<file path="config.mk">
export PLATFORM = sky130hd
export DESIGN_NAME = sio_logic
export DESIGN_NICKNAME = d
export VERILOG_FILES = /design/src/verilog/sio_pkg.sv /design/src/verilog/sio_logic.sv
export SDC_FILE = /design/constraint.sdc
export NUM_CORES = 1
export LEC_CHECK = 0
export ABC_AREA = 1
export CAP_MARGIN = 40
export CORE_UTILIZATION = 45
export DETAILED_ROUTE_END_ITERATION = 6
export DONT_BUFFER_PORTS = 1
export SLEW_MARGIN = 30
export SYNTH_ARGS = -nofsm -noshare
export SYNTH_HDL_FRONTEND = slang
export SYNTH_SLANG_ARGS = --single-unit
</file>
<file path="constraint.sdc">
create_clock -name clk_sys -period 3.34 [get_ports clk_sys]
set_input_delay 0.334 -clock clk_sys [delete_from_list [all_inputs] [get_ports clk_sys]]
set_output_delay 0.334 -clock clk_sys [all_outputs]
set_load 0.01 [all_outputs]
</file>
<file path="src/verilog/sio_pkg.sv">
package sio_pkg;

    // data widths
    localparam int SPD_W  = 16;
    localparam int TRQ_W  = 16;
    localparam int POS_W  = 24;
    localparam int ALM_W  = 3;

    // terminal polarity settings for an input function
    localparam logic [2:0] POL_LOW     = 3'h0;
    localparam logic [2:0] POL_HIGH    = 3'h1;
    localparam logic [2:0] POL_RISE    = 3'h2;
    localparam logic [2:0] POL_FALL    = 3'h3;
    localparam logic [2:0] POL_BOTH    = 3'h4;

    // speed limit source setting that enables the input-selected limit
    localparam logic [1:0] SPD_LIM_SRC_INPUT = 2'h2;
    // position command source setting for pulse commands
    localparam logic [1:0] POS_SRC_PULSE     = 2'h0;

    // reset values
    localparam logic [POS_W-1:0] POS_ERR_RST = 24'h00_0000;
    localparam logic [SPD_W-1:0] SPD_LIM_RST = 16'h0000;

    // number of assignable input functions
    localparam int NUM_IN = 5;
    localparam int IN_INHIBIT = 0;
    localparam int IN_ESTOP   = 1;
    localparam int IN_CLR_ERR = 2;
    localparam int IN_LIM_SEL = 3;
    localparam int IN_PULSE_INH = 4;

    // control modes
    typedef enum logic [1:0] {
        SIO_MODE_POS,
        SIO_MODE_SPD,
        SIO_MODE_TRQ
    } sio_mode_type;

    // drive state handed to the block
    typedef struct packed {
        logic                     enable_ok;
        logic                     fault;
        logic [ALM_W-1:0]         alarm_code;
        logic                     brake_release;
        logic                     torque_clamped;
        logic                     fixed_len_done;
        logic                     mech_home_done;
        logic                     elec_home_done;
    } sio_state_type;

    // thresholds and settings
    typedef struct packed {
        logic [SPD_W-1:0]         rotate_threshold;
        logic [SPD_W-1:0]         speed_deviation_window;
        logic [POS_W-1:0]         positioning_complete_range;
        logic [POS_W-1:0]         positioning_positioning_out_a_range;
        logic [TRQ_W-1:0]         torque_set;
        logic [SPD_W-1:0]         speed_set;
        logic [SPD_W-1:0]         speed_limit_value_a;
        logic [SPD_W-1:0]         speed_limit_value_b;
        logic [1:0]               speed_limit_source_param;
        logic [1:0]               position_command_source_param;
    } sio_cfg_type;

    // status outputs
    typedef struct packed {
        logic servo_ready;
        logic motor_rotating_out;
        logic zero_speed;
        logic speed_match_out;
        logic positioning_complete_out;
        logic positioning_out_a;
        logic torque_limiting_out;
        logic speed_limiting_out;
        logic holding_brake_out;
        logic fault_out;
        logic alarm_code_bit0;
        logic alarm_code_bit1;
        logic alarm_code_bit2;
        logic fixed_len_done_out;
        logic homing_done_out;
        logic electrical_home_done_out;
        logic torque_reached_out;
        logic speed_reached_out;
    } sio_out_type;

endpackage

</file>
<file path="src/verilog/sio_logic.sv">
`timescale 1ns/10ps

// Functional notes
// - inhibit input set to rising edge is treated as high-level active
// - inhibit input set to falling or both edges is treated as low-level active
// - active inhibit blocks the interrupt fixed-length move, inactive allows it
// - emergency stop brings speed to zero then locks position
// - clear-error input zeroes accumulated position deviation, else it accumulates taken pulses minus feedback
// - limit source 2: select input picks limit a, else limit b, both directions
// - pulse source in position mode: pulse-inhibit input drops command pulses
// - ready output high when an enable request can be accepted
// - rotating output high while speed exceeds threshold
// - zero-speed output high only when speed is zero
// - speed mode: match when speed error below deviation window
// - position mode: complete when deviation within completion range
// - position mode: positioning_out_a when deviation within positioning_out_a range
// - torque-limiting output follows torque clamp state
// - torque mode: speed-limiting output follows speed clamp state
// - brake output high releases brake, low engages it
// - fault output high while a fault is detected
// - alarm code presented as three separate bit outputs
// - done output high once fixed-length move finished
// - separate mechanical and electrical homing done outputs
// - torque reached when absolute torque at or above set value
// - speed reached when absolute speed feedback at or above set value
module sio_logic (
    // clock and reset
    input  wire logic                        clk_sys,
    input  wire logic                        rstn,
    // input terminals and their polarity settings
    input  wire logic [sio_pkg::NUM_IN-1:0]  terminal_in,
    input  wire logic [sio_pkg::NUM_IN*3-1:0] terminal_pol,
    // drive quantities
    input  wire sio_pkg::sio_mode_type       mode,
    input  wire logic signed [15:0]          speed_fb,
    input  wire logic signed [15:0]          speed_cmd,
    input  wire logic signed [15:0]          torque_fb,
    input  wire logic                        cmd_pulse,
    input  wire logic signed [23:0]          pulse_delta,
    input  wire logic signed [23:0]          fb_delta,
    input  wire sio_pkg::sio_state_type      drive_state,
    input  wire sio_pkg::sio_cfg_type        cfg,
    // control actions
    output logic                             fixed_length_irq_inhibit,
    output logic                             estop_active,
    output logic                             clear_position_error_in,
    output logic                             speed_limit_source_select,
    output logic [15:0]                      speed_limit_q,
    output logic                             position_lock_q,
    output logic signed [23:0]               pos_err_q,
    // status outputs
    output sio_pkg::sio_out_type             status_q
);

    logic [sio_pkg::NUM_IN-1:0] sync1_q;
    logic [sio_pkg::NUM_IN-1:0] sync2_q;
    logic [sio_pkg::NUM_IN-1:0] prev_q;
    logic [sio_pkg::NUM_IN-1:0] func_q;
    logic [sio_pkg::NUM_IN-1:0] func_d;
    logic [15:0]                spd_abs;
    logic [15:0]                trq_abs;
    logic [16:0]                spd_diff;
    logic [16:0]                spd_diff_abs;
    logic [23:0]                err_abs;
    logic                       spd_clamped;
    logic                       pulse_taken;

    // two-stage synchroniser on every terminal
    always_ff @(posedge clk_sys or negedge rstn) begin
        if (!rstn) begin
            sync1_q <= '0;
            sync2_q <= '0;
            prev_q  <= '0;
        end else begin
            sync1_q <= terminal_in;
            sync2_q <= sync1_q;
            prev_q  <= sync2_q;
        end
    end

    // per-input polarity and edge decode
    genvar gi;
    generate
        for (gi = 0; gi < sio_pkg::NUM_IN; gi = gi + 1) begin : g_in
            logic [2:0] pol;
            always_comb begin
                pol = terminal_pol[gi*3 +: 3];
                if (gi == sio_pkg::IN_INHIBIT) begin
                    // inhibit must be level sensitive: edges are forced to levels
                    if (pol == sio_pkg::POL_RISE) begin
                        pol = sio_pkg::POL_HIGH;
                    end else if (pol == sio_pkg::POL_FALL || pol == sio_pkg::POL_BOTH) begin
                        pol = sio_pkg::POL_LOW;
                    end
                end
                unique case (pol)
                    sio_pkg::POL_LOW:  func_d[gi] = ~sync2_q[gi];
                    sio_pkg::POL_HIGH: func_d[gi] = sync2_q[gi];
                    sio_pkg::POL_RISE: func_d[gi] = sync2_q[gi] & ~prev_q[gi];
                    sio_pkg::POL_FALL: func_d[gi] = ~sync2_q[gi] & prev_q[gi];
                    sio_pkg::POL_BOTH: func_d[gi] = sync2_q[gi] ^ prev_q[gi];
                    default:           func_d[gi] = 1'b0;
                endcase
            end
        end
    endgenerate

    // registered function states
    always_ff @(posedge clk_sys or negedge rstn) begin
        if (!rstn) begin
            func_q <= '0;
        end else begin
            func_q <= func_d;
        end
    end

    // control actions out of the decoded functions
    always_ff @(posedge clk_sys or negedge rstn) begin
        if (!rstn) begin
            fixed_length_irq_inhibit  <= 1'b0;
            estop_active              <= 1'b0;
            clear_position_error_in   <= 1'b0;
            speed_limit_source_select <= 1'b0;
        end else begin
            fixed_length_irq_inhibit  <= func_d[sio_pkg::IN_INHIBIT];
            estop_active              <= func_d[sio_pkg::IN_ESTOP];
            clear_position_error_in   <= func_d[sio_pkg::IN_CLR_ERR];
            speed_limit_source_select <= func_d[sio_pkg::IN_LIM_SEL];
        end
    end

    // speed limit selection for torque mode
    always_ff @(posedge clk_sys or negedge rstn) begin
        if (!rstn) begin
            speed_limit_q <= sio_pkg::SPD_LIM_RST;
        end else if (cfg.speed_limit_source_param == sio_pkg::SPD_LIM_SRC_INPUT) begin
            speed_limit_q <= func_q[sio_pkg::IN_LIM_SEL] ? cfg.speed_limit_value_a
                                                          : cfg.speed_limit_value_b;
        end else begin
            speed_limit_q <= cfg.speed_limit_value_b;
        end
    end

    // emergency stop: lock position once speed has reached zero
    always_ff @(posedge clk_sys or negedge rstn) begin
        if (!rstn) begin
            position_lock_q <= 1'b0;
        end else if (!func_q[sio_pkg::IN_ESTOP]) begin
            position_lock_q <= 1'b0;
        end else if (speed_fb == 16'sh0000) begin
            position_lock_q <= 1'b1;
        end
    end

    // command pulses dropped while inhibited in pulse-source position mode
    assign pulse_taken = cmd_pulse &&
        !(mode == sio_pkg::SIO_MODE_POS &&
          cfg.position_command_source_param == sio_pkg::POS_SRC_PULSE &&
          func_q[sio_pkg::IN_PULSE_INH]);

    // position deviation accumulator
    always_ff @(posedge clk_sys or negedge rstn) begin
        if (!rstn) begin
            pos_err_q <= sio_pkg::POS_ERR_RST;
        end else if (func_q[sio_pkg::IN_CLR_ERR]) begin
            pos_err_q <= sio_pkg::POS_ERR_RST;
        end else begin
            pos_err_q <= pos_err_q + (pulse_taken ? pulse_delta : 24'sh00_0000) - fb_delta;
        end
    end

    // magnitudes for the comparisons
    always_comb begin
        spd_abs      = speed_fb[15] ? 16'(-speed_fb) : 16'(speed_fb);
        trq_abs      = torque_fb[15] ? 16'(-torque_fb) : 16'(torque_fb);
        spd_diff     = 17'({speed_fb[15], speed_fb} - {speed_cmd[15], speed_cmd});
        spd_diff_abs = spd_diff[16] ? 17'(-spd_diff) : spd_diff;
        err_abs      = pos_err_q[23] ? 24'(-pos_err_q) : 24'(pos_err_q);
        spd_clamped  = mode == sio_pkg::SIO_MODE_TRQ && spd_abs >= speed_limit_q;
    end

    // status outputs, all registered
    always_ff @(posedge clk_sys or negedge rstn) begin
        if (!rstn) begin
            status_q <= '0;
        end else begin
            status_q.servo_ready              <= drive_state.enable_ok && !drive_state.fault;
            status_q.motor_rotating_out       <= spd_abs > cfg.rotate_threshold;
            status_q.zero_speed               <= spd_abs == 16'h0000;
            status_q.speed_match_out          <= mode == sio_pkg::SIO_MODE_SPD &&
                                                 spd_diff_abs < {1'b0, cfg.speed_deviation_window};
            status_q.positioning_complete_out <= mode == sio_pkg::SIO_MODE_POS &&
                                                 err_abs <= cfg.positioning_complete_range;
            status_q.positioning_out_a        <= mode == sio_pkg::SIO_MODE_POS &&
                                                 err_abs <= cfg.positioning_positioning_out_a_range;
            status_q.torque_limiting_out      <= drive_state.torque_clamped;
            status_q.speed_limiting_out       <= spd_clamped;
            status_q.holding_brake_out        <= drive_state.brake_release;
            status_q.fault_out                <= drive_state.fault;
            status_q.alarm_code_bit0          <= drive_state.alarm_code[0];
            status_q.alarm_code_bit1          <= drive_state.alarm_code[1];
            status_q.alarm_code_bit2          <= drive_state.alarm_code[2];
            status_q.fixed_len_done_out       <= drive_state.fixed_len_done;
            status_q.homing_done_out          <= drive_state.mech_home_done;
            status_q.electrical_home_done_out <= drive_state.elec_home_done;
            status_q.torque_reached_out       <= trq_abs >= cfg.torque_set;
            status_q.speed_reached_out        <= spd_abs >= cfg.speed_set;
        end
    end

endmodule

</file>
* After elaboration in Yosys (flattened, before gate mapping)
Cells that the tools add are included. Widths: inputs -> output; s select.
Word-level totals: register bits 83, output and inout bits 63, word-level logic and storage cells 132
Operators by class: add/subtract/negate cells 7, magnitude comparators 7, eq/ne operators 27, muxes and demuxes 17, bitwise logic cells 25, reduce and logical (&&, ||, !) cells 20
Operators by type and width (number):
- $mux 24 | 3
- $mux 16 | 4
- $ge 16x16->1 | 3
- $le 24x24->1 | 2
- $eq 3x2->1 const B | 12
- $logic_not 16->1 | 2
- $neg 16->16 | 2
- $pmux 1 s5 | 5
- $add 24x24->24 | 1
- $neg 24->24 | 1
- $sub 24x24->24 | 1
- $eq 3x3->1 const B | 6
- $lt 17x16->1 | 1
- $mux 17 | 1
- $neg 17->17 | 1
- $sub 16x16->17 | 1
- $gt 16x16->1 | 1
- $eq 3x1->1 const B | 5
- $logic_not 3->1 | 5
- $and 1x1->1 | 10
- $not 1->1 | 10
- $logic_and 1x1->1 | 8
- $mux 3 | 2
- $xor 1x1->1 | 5
- 7 further kinds | 11

* Depth between registers and ports, before layout
Gate-level depths: netlist (run 1).
depth after elaboration 9, gate-level depth with buffers 28, depth with buffers taken out 28

* Worst setup path after synthesis (run 1)
OpenSTA, ideal clock, no wires.
path kind input -> register, from input port speed_fb[0], to register status_q[14] (netlist name), setup time 63 ps, data arrival time 3211 ps, path slack 66 ps, cell stages on the path 23, path through inv_1 > ha_1 > fa_1 > ha_1 > a21boi_0 > nand3_1 > nor2_1 > nand3_1 > nor2_1 > nand3_1 > nand2_1 > xor2_1 > inv_1 > ha_1 > a21oi_1 > nor3_1 > a211oi_1 > nand2_1 > nand3_1 > nand2_1 > a21oi_1 > nand2_1 > inv_1
On the way: cells in the longest elaborated chain, start to end 5
RTL lines:
- start: declaration | RTL line sio_logic.sv:35 | input wire logic signed [15:0] speed_fb,
- $sub 16x16->17 * | RTL line sio_logic.sv:176 | spd_diff = 17'({speed_fb[15], speed_fb} - {speed_cmd[15], speed_cmd});
- $neg 17->17 | RTL line sio_logic.sv:177 | spd_diff_abs = spd_diff[16] ? 17'(-spd_diff) : spd_diff;
- $mux 17 * | RTL line sio_logic.sv:177
- $lt 17x16->1 * | RTL line sio_logic.sv:191 | spd_diff_abs < {1'b0, cfg.speed_deviation_window};
- $logic_and 1x1->1 * | RTL line sio_logic.sv:190 | status_q.speed_match_out <= mode == sio_pkg::SIO_MODE_SPD &&
- end: declaration | RTL line sio_logic.sv:52 | output sio_pkg::sio_out_type status_q
Mark *: on every way between the ends. The rest lies on a longest branch, timed or not. A chain may end at the register's enable or synchronous reset.

* Final worst setup path (run 1)
from register func_q[4] (netlist name), to register pos_err_q[23]
On the way: cells in the longest elaborated chain, start to end 7
RTL lines:
- start: declaration | RTL line sio_logic.sv:58 | logic [sio_pkg::NUM_IN-1:0] func_q;
- start signal: assignment | RTL line sio_logic.sv:113 | func_q <= func_d;
- $logic_and 1x1->1 | RTL line sio_logic.sv:158 | cfg.position_command_source_param == sio_pkg::POS_SRC_PULSE &&
- $logic_not 1->1 | RTL line sio_logic.sv:157 | !(mode == sio_pkg::SIO_MODE_POS &&
- $logic_and 1x1->1 | RTL line sio_logic.sv:156 | assign pulse_taken = cmd_pulse &&
- $mux 24 | RTL line sio_logic.sv:168 | pos_err_q <= pos_err_q + (pulse_taken ? pulse_delta : 24'sh00_0000) - fb_delta;
- $add 24x24->24 | RTL line sio_logic.sv:168
- $sub 24x24->24 | RTL line sio_logic.sv:168
- $mux 24 | RTL line sio_logic.sv:165 | end else if (func_q[sio_pkg::IN_CLR_ERR]) begin
- end signal: assignment | RTL line sio_logic.sv:164 | pos_err_q <= sio_pkg::POS_ERR_RST;
- end signal: assignment | RTL line sio_logic.sv:166 | pos_err_q <= sio_pkg::POS_ERR_RST;
- end signal: assignment | RTL line sio_logic.sv:168
- end: declaration | RTL line sio_logic.sv:50 | output logic signed [23:0] pos_err_q,
No other way between the ends.

==> key figures, run 1 <==
Timing
  • Relative max-transition margin: between 50% and 60%
  • Crit path time final: 3170 ps
  • Final hold viol count: 0
  • Crit share post-route: a little over nine tenths
  • Worst Max-Slew Pin Slew: between 700 and 800 ps
  • Max Slew Vio Count: 0
  • RSZ-0062 raised after global routing: yes
  • Setup TNS: 0 ps
  • Final setup skew: around 12 ps
  • Final worst slack: 167 ps
  • Achievable frequency: 315 MHz
  • Endpoints failing setup: 0

Yosys
  • Avg Cell Area, Syn: ~7 sq um
  • Largest cells by area after synthesis: ha_1, dfrtp_1, inv_1
  • #FFs+latches synth: 78
  • Synthesized cell area: about 11,000 sq um
  • Yosys top cell by area: ha_1
  • Synth top area share: about a fifth
  • Ys async rst share: 100%
  • EDFF count, synth: 0
  • Synth warn: 0
  • Syn nets: 1,981
  • Sequential area share after synthesis: between 10% and 20%
  • Mapped Cells: 1,499
  • Library cells used by synthesis: 55
  • Synth Flop Type: dfrtp_1

Drt
  • Routed vias: ~9,600
  • Vias/cell: 5.09
  • Drt first pass iters: 5
  • Wire per inst: about 15 microns
  • DR DRC count: 0
  • Post-Route WL: 29,000 microns
  • DR iter-0 viols: 423
  • Antenna viol nets, final: 0

Floorplan
  • Top-level I/O count: around 340
  • Starting Density: a little under half
  • Die Ht: about 150 microns
  • Core box area: 22,800 sq um
  • Row Count: between 50 and 60
  • Die width: ~150 microns
  • Die area: between 20,000 and 25,000 sq um

Finish
  • Multi-input gate area: ~7500 sq um
  • FF/Latch Area: about 2000 sq um
  • Area added between synthesis and finish: 13.6%
  • Nets: roughly 2,000
  • Antenna cells: 0
  • Fillers: between 2,000 and 2,500
  • Final Util: between 50 and 60%
  • Final Non-Filler Cells: around 1,900
  • Layout cells sized above 1: 10.7%

Critical path
  • CP Class: register to register
  • Worst setup path startpoint: func_q[4]$_DFF_PN0_
  • CP Cell Sequence: nand3_1, nand2_1, inv_1, buf_12, nand2_1, fa_1, inv_1, ha_1, nand2_1, o21ai_0, nand2_1, nand2_1, nand2_1, nand3_1, nand2_1, nand2_1, nand2_1, nand2_1, xor2_1, nor2_1
  • Crit Path Max Fanout: 24
  • Worst Path Required: ~3600 ps
  • Highest-delay cell along the critical path: fa_1
  • Crit path arrival time: roughly 3400 ps
  • Crit-path max cell delay: approximately 500 ps
  • Worst r2r src: func_q[4]$_DFF_PN0_
  • CP endpoint kind: register
  • Setup crit start kind: register
  • CP delay by family, top: simple AND/OR/NAND/NOR gates
  • Critical path's most frequent cell: nand2_1
  • WP buf/inv: 3

Global routing
  • Global route total overflow: 0
  • First-pass GRT wire length: 45,300 microns
  • Largest net degree at the start of global routing: about 80
  • Initial antenna violation count: 0
  • Vias in the first global route: 9,225
  • GR Util All Layers: between 20% and 30%

Placed design
  • Dpl hpwl: 25,100 microns
  • Dpl cells: roughly 1,800
  • PortBufs: 0
  • Pre-CTS setup slack: -272 ps
  • Placer congestion estimate: between 0.9 and 1

Power
  • Maximum vdd drop: 0.000461 V
  • PwrDens: ~670 nW/um^2
  • Pwr Total: 0.00805 W
  • Leakage power: between 6 and 7 nW

Run
  • Max_cap viols: 0

Clock network
  • CTS tree: done
  • Total CTS buffers: 9
  • Clk buf depth: 2
  • Root Driver: clkbuf_16
  • Clock-pin slew on the worst setup and hold paths: approximately 60 ps
  • Htree depth: 3
  • Clock latency on the worst-skew pair: ~360 ps
  • Sinks on Clock Net: 78

Hold path
  • Hold_sp: terminal_in[1]
  • Hold Crit Class: primary input to register

Run status
  • Run status: finished, final reports clean
power breakdown:
part	internal (W)	leakage (nW)	switching (W)
clock	0.000680	0.159	0.000435
sequential	0.00115	0.943	0.000316
combinational	0.00218	5.53	0.00329
total	0.00401	6.63	0.00404
synthesized netlist by cell type (all sizes together) (3+ instances only):
cell      n
inv     348
nand2   290
ha      179
a21oi   110
nor2    105
dfrtp    78
o21ai    72
nand3    69
xor2     50
nor3     31
nand4    29
fa       24
xnor2    17
mux2     16
clkbuf    8
nor4      8
a211oi    7
o21bai    7
a21boi    6
o21a      6
o221ai    6
nand3b    4
o32ai     4
or2       4
a31oi     3
cell families after synthesis:
kind of cell,synth area share (%)
mux,1.81
flops,18.5
fa+ha+maj,25.8
simple gates,22.7
compound gates,12.5
buf+inv,12.9
xor+xnor,5.64
layer usage:
metal	global-route usage [%]	up-vias	share of wire, %
met3	5.43	46	6.2
li1	-	4947	-
met5	0	-	0
met2	43.7	271	50
met1	27.9	4308	41
met4	8.35	0	2.8
sequential cells by signal (all words and copies together), names as in the netlist:
register / flops
pos_err_q: 24
position_lock_q: 1
speed_limit_q: 16
func_q: 5
status_q: 18
sync1_q: 5
sync2_q: 5
prev_q: 4
layout make-up:
cell class,instances,area share [%]
clock inverter,6,0.784
clock buffer,10,2.00
inverter,348,11.0
sequential,78,16.3
tap,313,3.27
timing repair buffer,61,4.39
multi-input combinational,1063,62.3
final timing paths:
check | end | slack, ps | depth (start not counted)
worst max-delay path | pos_err_q[23]$_DFF_PN0_ | 170 | 20
worst min-delay path | sync1_q[1]$_DFF_PN0_ | 10 | 0
worst max register to register | pos_err_q[23]$_DFF_PN0_ | 170 | 20
worst min register to register | sync2_q[1]$_DFF_PN0_ | 350 | 0
max in group asynchronous | status_q[7]$_DFF_PN0_ | 2430 | 2
min in group asynchronous | func_q[3]$_DFF_PN0_ | 550 | 2
stage by stage:
step	cell area, sq um	hold slack (ps)
2_1_floorplan	10500	38.4
3_3_place_gp	11200	42.0
3_5_place_dp	11200	41.8
4_1_cts	11600	0.412
5_1_grt	12000	0.329
6_report	12000	9.85
cell usage in the layout (no fill, tap or decap), types with 9 or more instances in the layout:
cell type,n
xor2_1,48
buf_4,45
nand2_2,17
nor2_2,11
nor3_1,28
nor2_1,93
mux2_2,16
dlygate4sd3_1,14
ha_1,172
clkbuf_16,9
dfrtp_1,78
xnor2_1,16
nand3_1,62
inv_1,340
nand2_1,270
nand4_1,29
o21ai_0,68
fa_1,24
a21oi_2,14
a21oi_1,95
repair_timing:
| item | 4_1_cts | 5_1_grt |
|---|---|---|
| hold buffers | 12 | 3 |
| endpoints found under the hold margin | 88 | 3 |
| pin swaps | 0 | 28 |
| setup buffers | 0 | 11 |
| gates resized for setup | 3 | 56 |
| endpoints found under the setup margin | 2 | 15 |
Note: power is estimated with default switching activity, not from simulation.
==> run 2, diff against run 1 <==
CORE_UTILIZATION = 40   (was 45)
==> run 2 against run 1 <==
Effect of this change: register-to-register slack worse by 30 ps; critical path depth decreased by 3; non-clock buffer count up 15; first-iteration DRC count shrank 11%; sequential power barely moved; hold slack better by 10 ps; worst setup slack worse by 27 ps; maximum frequency fell by 0.85%; routed wire length is 2.1% higher; die area is 12% higher.
==> key figures, run 2 (synthesis results as in run 1) <==
Hold path
  • Hold Crit Endpoint: sync1_q[3]$_DFF_PN0_
  • Hold Crit Depth: 0 (unchanged)
  • Hold Crit Class: primary input to register
  • Hold_sp: terminal_in[3]

Floorplan
  • Die width: 164 microns (+6.0%)
  • Die Ht: 164 microns (+6.0%)
  • Top-level I/O count: 342 (unchanged)
  • Row Count: 59 (+7.3%)
  • Core box area: 25,900 sq um (+14%)
  • Starting Density: 40.6% (-5.6 points)
  • Die area: 27,000 sq um (+12%)

Drt
  • Routed vias: 9,584 (+0.13%)
  • Wire per inst: 15.4 microns (about the same)
  • Vias/cell: 4.99 (-2.0%)
  • DR DRC count: 0 (unchanged)
  • Drt first pass iters: 5 (unchanged)
  • DR iter-0 viols: 377 (-11%)
  • Post-Route WL: 29,600 microns (+2.1%)
  • Antenna viol nets, final: 0 (unchanged)

Critical path
  • Worst Path Required: 3610 ps (+50 ps)
  • Crit Path Max Fanout: 3 (-88%)
  • Setup crit start kind: register
  • Reg-to-reg setup timing slack: 140 ps (-30 ps)
  • CP Cell Sequence: inv_2, nand3_2, nor3_2, nand3_1, nor2_2, nand4_1, nand3b_1, nand2_2, nand2_2, xor2_2, ha_1, nand2_1, nor2_2, nand4_1, nor4_2, nand4_1, a21oi_2
  • Critical path's most frequent cell: nand4_1
  • Worst r2r src: pos_err_q[2]$_DFF_PN0_
  • CP Class: register to register
  • R2r endpoint: status_q[13]$_DFF_PN0_
  • WP buf/inv: 1 (-2)
  • CP delay by family, top: simple AND/OR/NAND/NOR gates
  • CP endpoint kind: register
  • Crit-path max cell delay: 420 ps (-80 ps)
  • Highest-delay cell along the critical path: dfrtp_1
  • Crit path arrival time: 3470 ps (+80 ps)
  • Worst R2R Path Depth: 17 (-15%)

Timing
  • Final setup skew: 12.1 ps (+0.235 ps)
  • RSZ-0062 raised after global routing: yes
  • Setup TNS: 0 ps (unchanged)
  • Crit path time final: 3200 ps (+27.4 ps)
  • Final hold viol count: 0 (unchanged)
  • Achievable frequency: 312 MHz (-0.85%)
  • Relative max-transition margin: 65.3% (+15 points)
  • Worst Max-Slew Pin Slew: 519 ps (-220 ps)
  • Endpoints failing setup: 0 (unchanged)
  • Crit share post-route: 95.8% (+0.82 points)
  • Max Slew Vio Count: 0 (unchanged)
  • Fin Hold WS: 19.9 ps (+10.1 ps)

Power
  • Leakage power: 6.67 nW (+0.58%)
  • Reg power frac: 18.9% (+0.7 points)
  • PwrDens: 653 nW/um^2 (-2.9%)
  • Clock share of power: 11.9% (-2.0 points)
  • Share of total power in combinational logic: 69.2% (+1.3 points)
  • Pwr Total: 0.00782 W (-2.8%)
  • Net switching power: 0.00399 W (-1.2%)
  • Internal Power: 0.00383 W (-4.4%)
  • Net Sw Frac: 51.0% (+0.83 points)
  • Maximum vdd drop: 0.000409 V (-11%)

Clock network
  • Total CTS buffers: 9 (unchanged)
  • Clock latency on the worst-skew pair: 350 ps (about the same)
  • Sinks on Clock Net: 78 (unchanged)
  • CTS tree: done
  • Clk buf depth: 2 (unchanged)
  • Clock-pin slew on the worst setup and hold paths: 60 ps (about the same)
  • Root Driver: clkbuf_16
  • Htree depth: 3 (unchanged)

Global routing
  • Initial antenna violation count: 3 (+3)
  • GR Util All Layers: 21.8% (-2.4 points)
  • First-pass GRT wire length: 45,400 microns (+0.20%)
  • Largest net degree at the start of global routing: 79 (unchanged)
  • Vias in the first global route: 9,316 (+0.99%)
  • Global route total overflow: 0 (unchanged)

Finish
  • Biggest register: pos_err_q
  • Biggest regs: pos_err_q (24), status_q (18), speed_limit_q (16)
  • Layout cells sized above 1: 10.5% (-0.16 points)
  • FF/Latch Area: 1950 sq um (unchanged)
  • Fillers: 2,661 (+16%)
  • Nets: 2,058 (+0.73%)
  • Multi-input gate area: 7380 sq um (-0.92%)
  • Most common cell after layout, fill and taps aside: inv_1
  • Area added between synthesis and finish: 13.8%
  • Number of flip-flops in the largest register: 24 (unchanged)
  • Commonest cells after routing, fill and taps aside: inv_1, nand2_1, ha_1

Placed design
  • Dpl hpwl: 25,700 microns (+2.3%)
  • Placer congestion estimate: 0.955 (+1.1%)
  • PortBufs: 0 (unchanged)

Run status
  • Run status: finished, final reports clean

Run
  • Max_cap viols: 0 (unchanged)
-- run 2: cell count changes in the layout (fill, tap and decap cells not counted), sizes merged --
cell,previous run,this run
buf,47,62
inv,349,348
clkinv,2,4
clkinvlp,1,2
diode,0,3
bufinv,2,0
-- run 2: what timing repair did --
item / CTS / global route
buffers inserted: 0 / 9
hold buffers: 15 / 0
pin swaps: 0 / 24
endpoints found under the setup margin: 2 / 11
endpoints found under the hold margin: 91 / 0
gates resized for setup: 4 / 39
-- run 2: metal layers --
metal  GRT usage [%]  vias to the layer above  share of wire [%]
li1                -                     4975                  -
met1            24.8                     4285                 42
met2            39.2                      280                 49
met3            5.28                       44                6.9
met4            8.00                        0                2.6
met5               0                        -                  0
-- run 2: how the worst max path moves through the flow --
stage | depth (start not counted) | start | endpoint
2_1_floorplan | 23 | speed_fb[0] | status_q[14]$_DFF_PN0_
3_3_place_gp | 19 | pos_err_q[0]$_DFF_PN0_ | status_q[12]$_DFF_PN0_
3_5_place_dp | 24 | speed_fb[0] | status_q[14]$_DFF_PN0_
4_1_cts | 19 | pos_err_q[0]$_DFF_PN0_ | status_q[12]$_DFF_PN0_
5_1_grt | 17 | pos_err_q[1]$_DFF_PN0_ | status_q[13]$_DFF_PN0_
6_report | 17 | pos_err_q[2]$_DFF_PN0_ | status_q[13]$_DFF_PN0_
-- run 2: area by class of cell --
class	count	share of cell area, %
flip-flops and latches	78	16.3
diodes	3	0.0627
multi-input cells	1063	61.6
clock buffers	10	1.91
repair buffers	76	5.36
well taps	335	3.50
clock inverters	6	0.324
inverters	348	10.9
-- run 2: power groups by stage --
stage,Clock (W),Combinational [W],Sequential [W]
after detailed placement,0,0.00515,0.00148
after global placement,0,0.00507,0.00148
after CTS,0.000965,0.00524,0.00146
final,0.000930,0.00541,0.00148
after global routing,0.000989,0.00624,0.00150
after floorplan,0,0.00376,0.00140
-- run 2: metrics by stage --
| step | setup slack (ps) | cell area, sq um | cells | util (%) |
|---|---|---|---|---|
| 4_1_cts | 13.5 | 11800 | 1906 | 45.3 |
| 3_3_place_gp | -140 | 11300 | 1875 | 43.6 |
| 5_1_grt | -139 | 12000 | 1918 | 46.2 |
| 3_5_place_dp | -194 | 11300 | 1875 | 43.6 |
| 6_report | 140 | 12000 | 1919 | 46.2 |
| 2_1_floorplan | 66.5 | 10500 | 1499 | - |
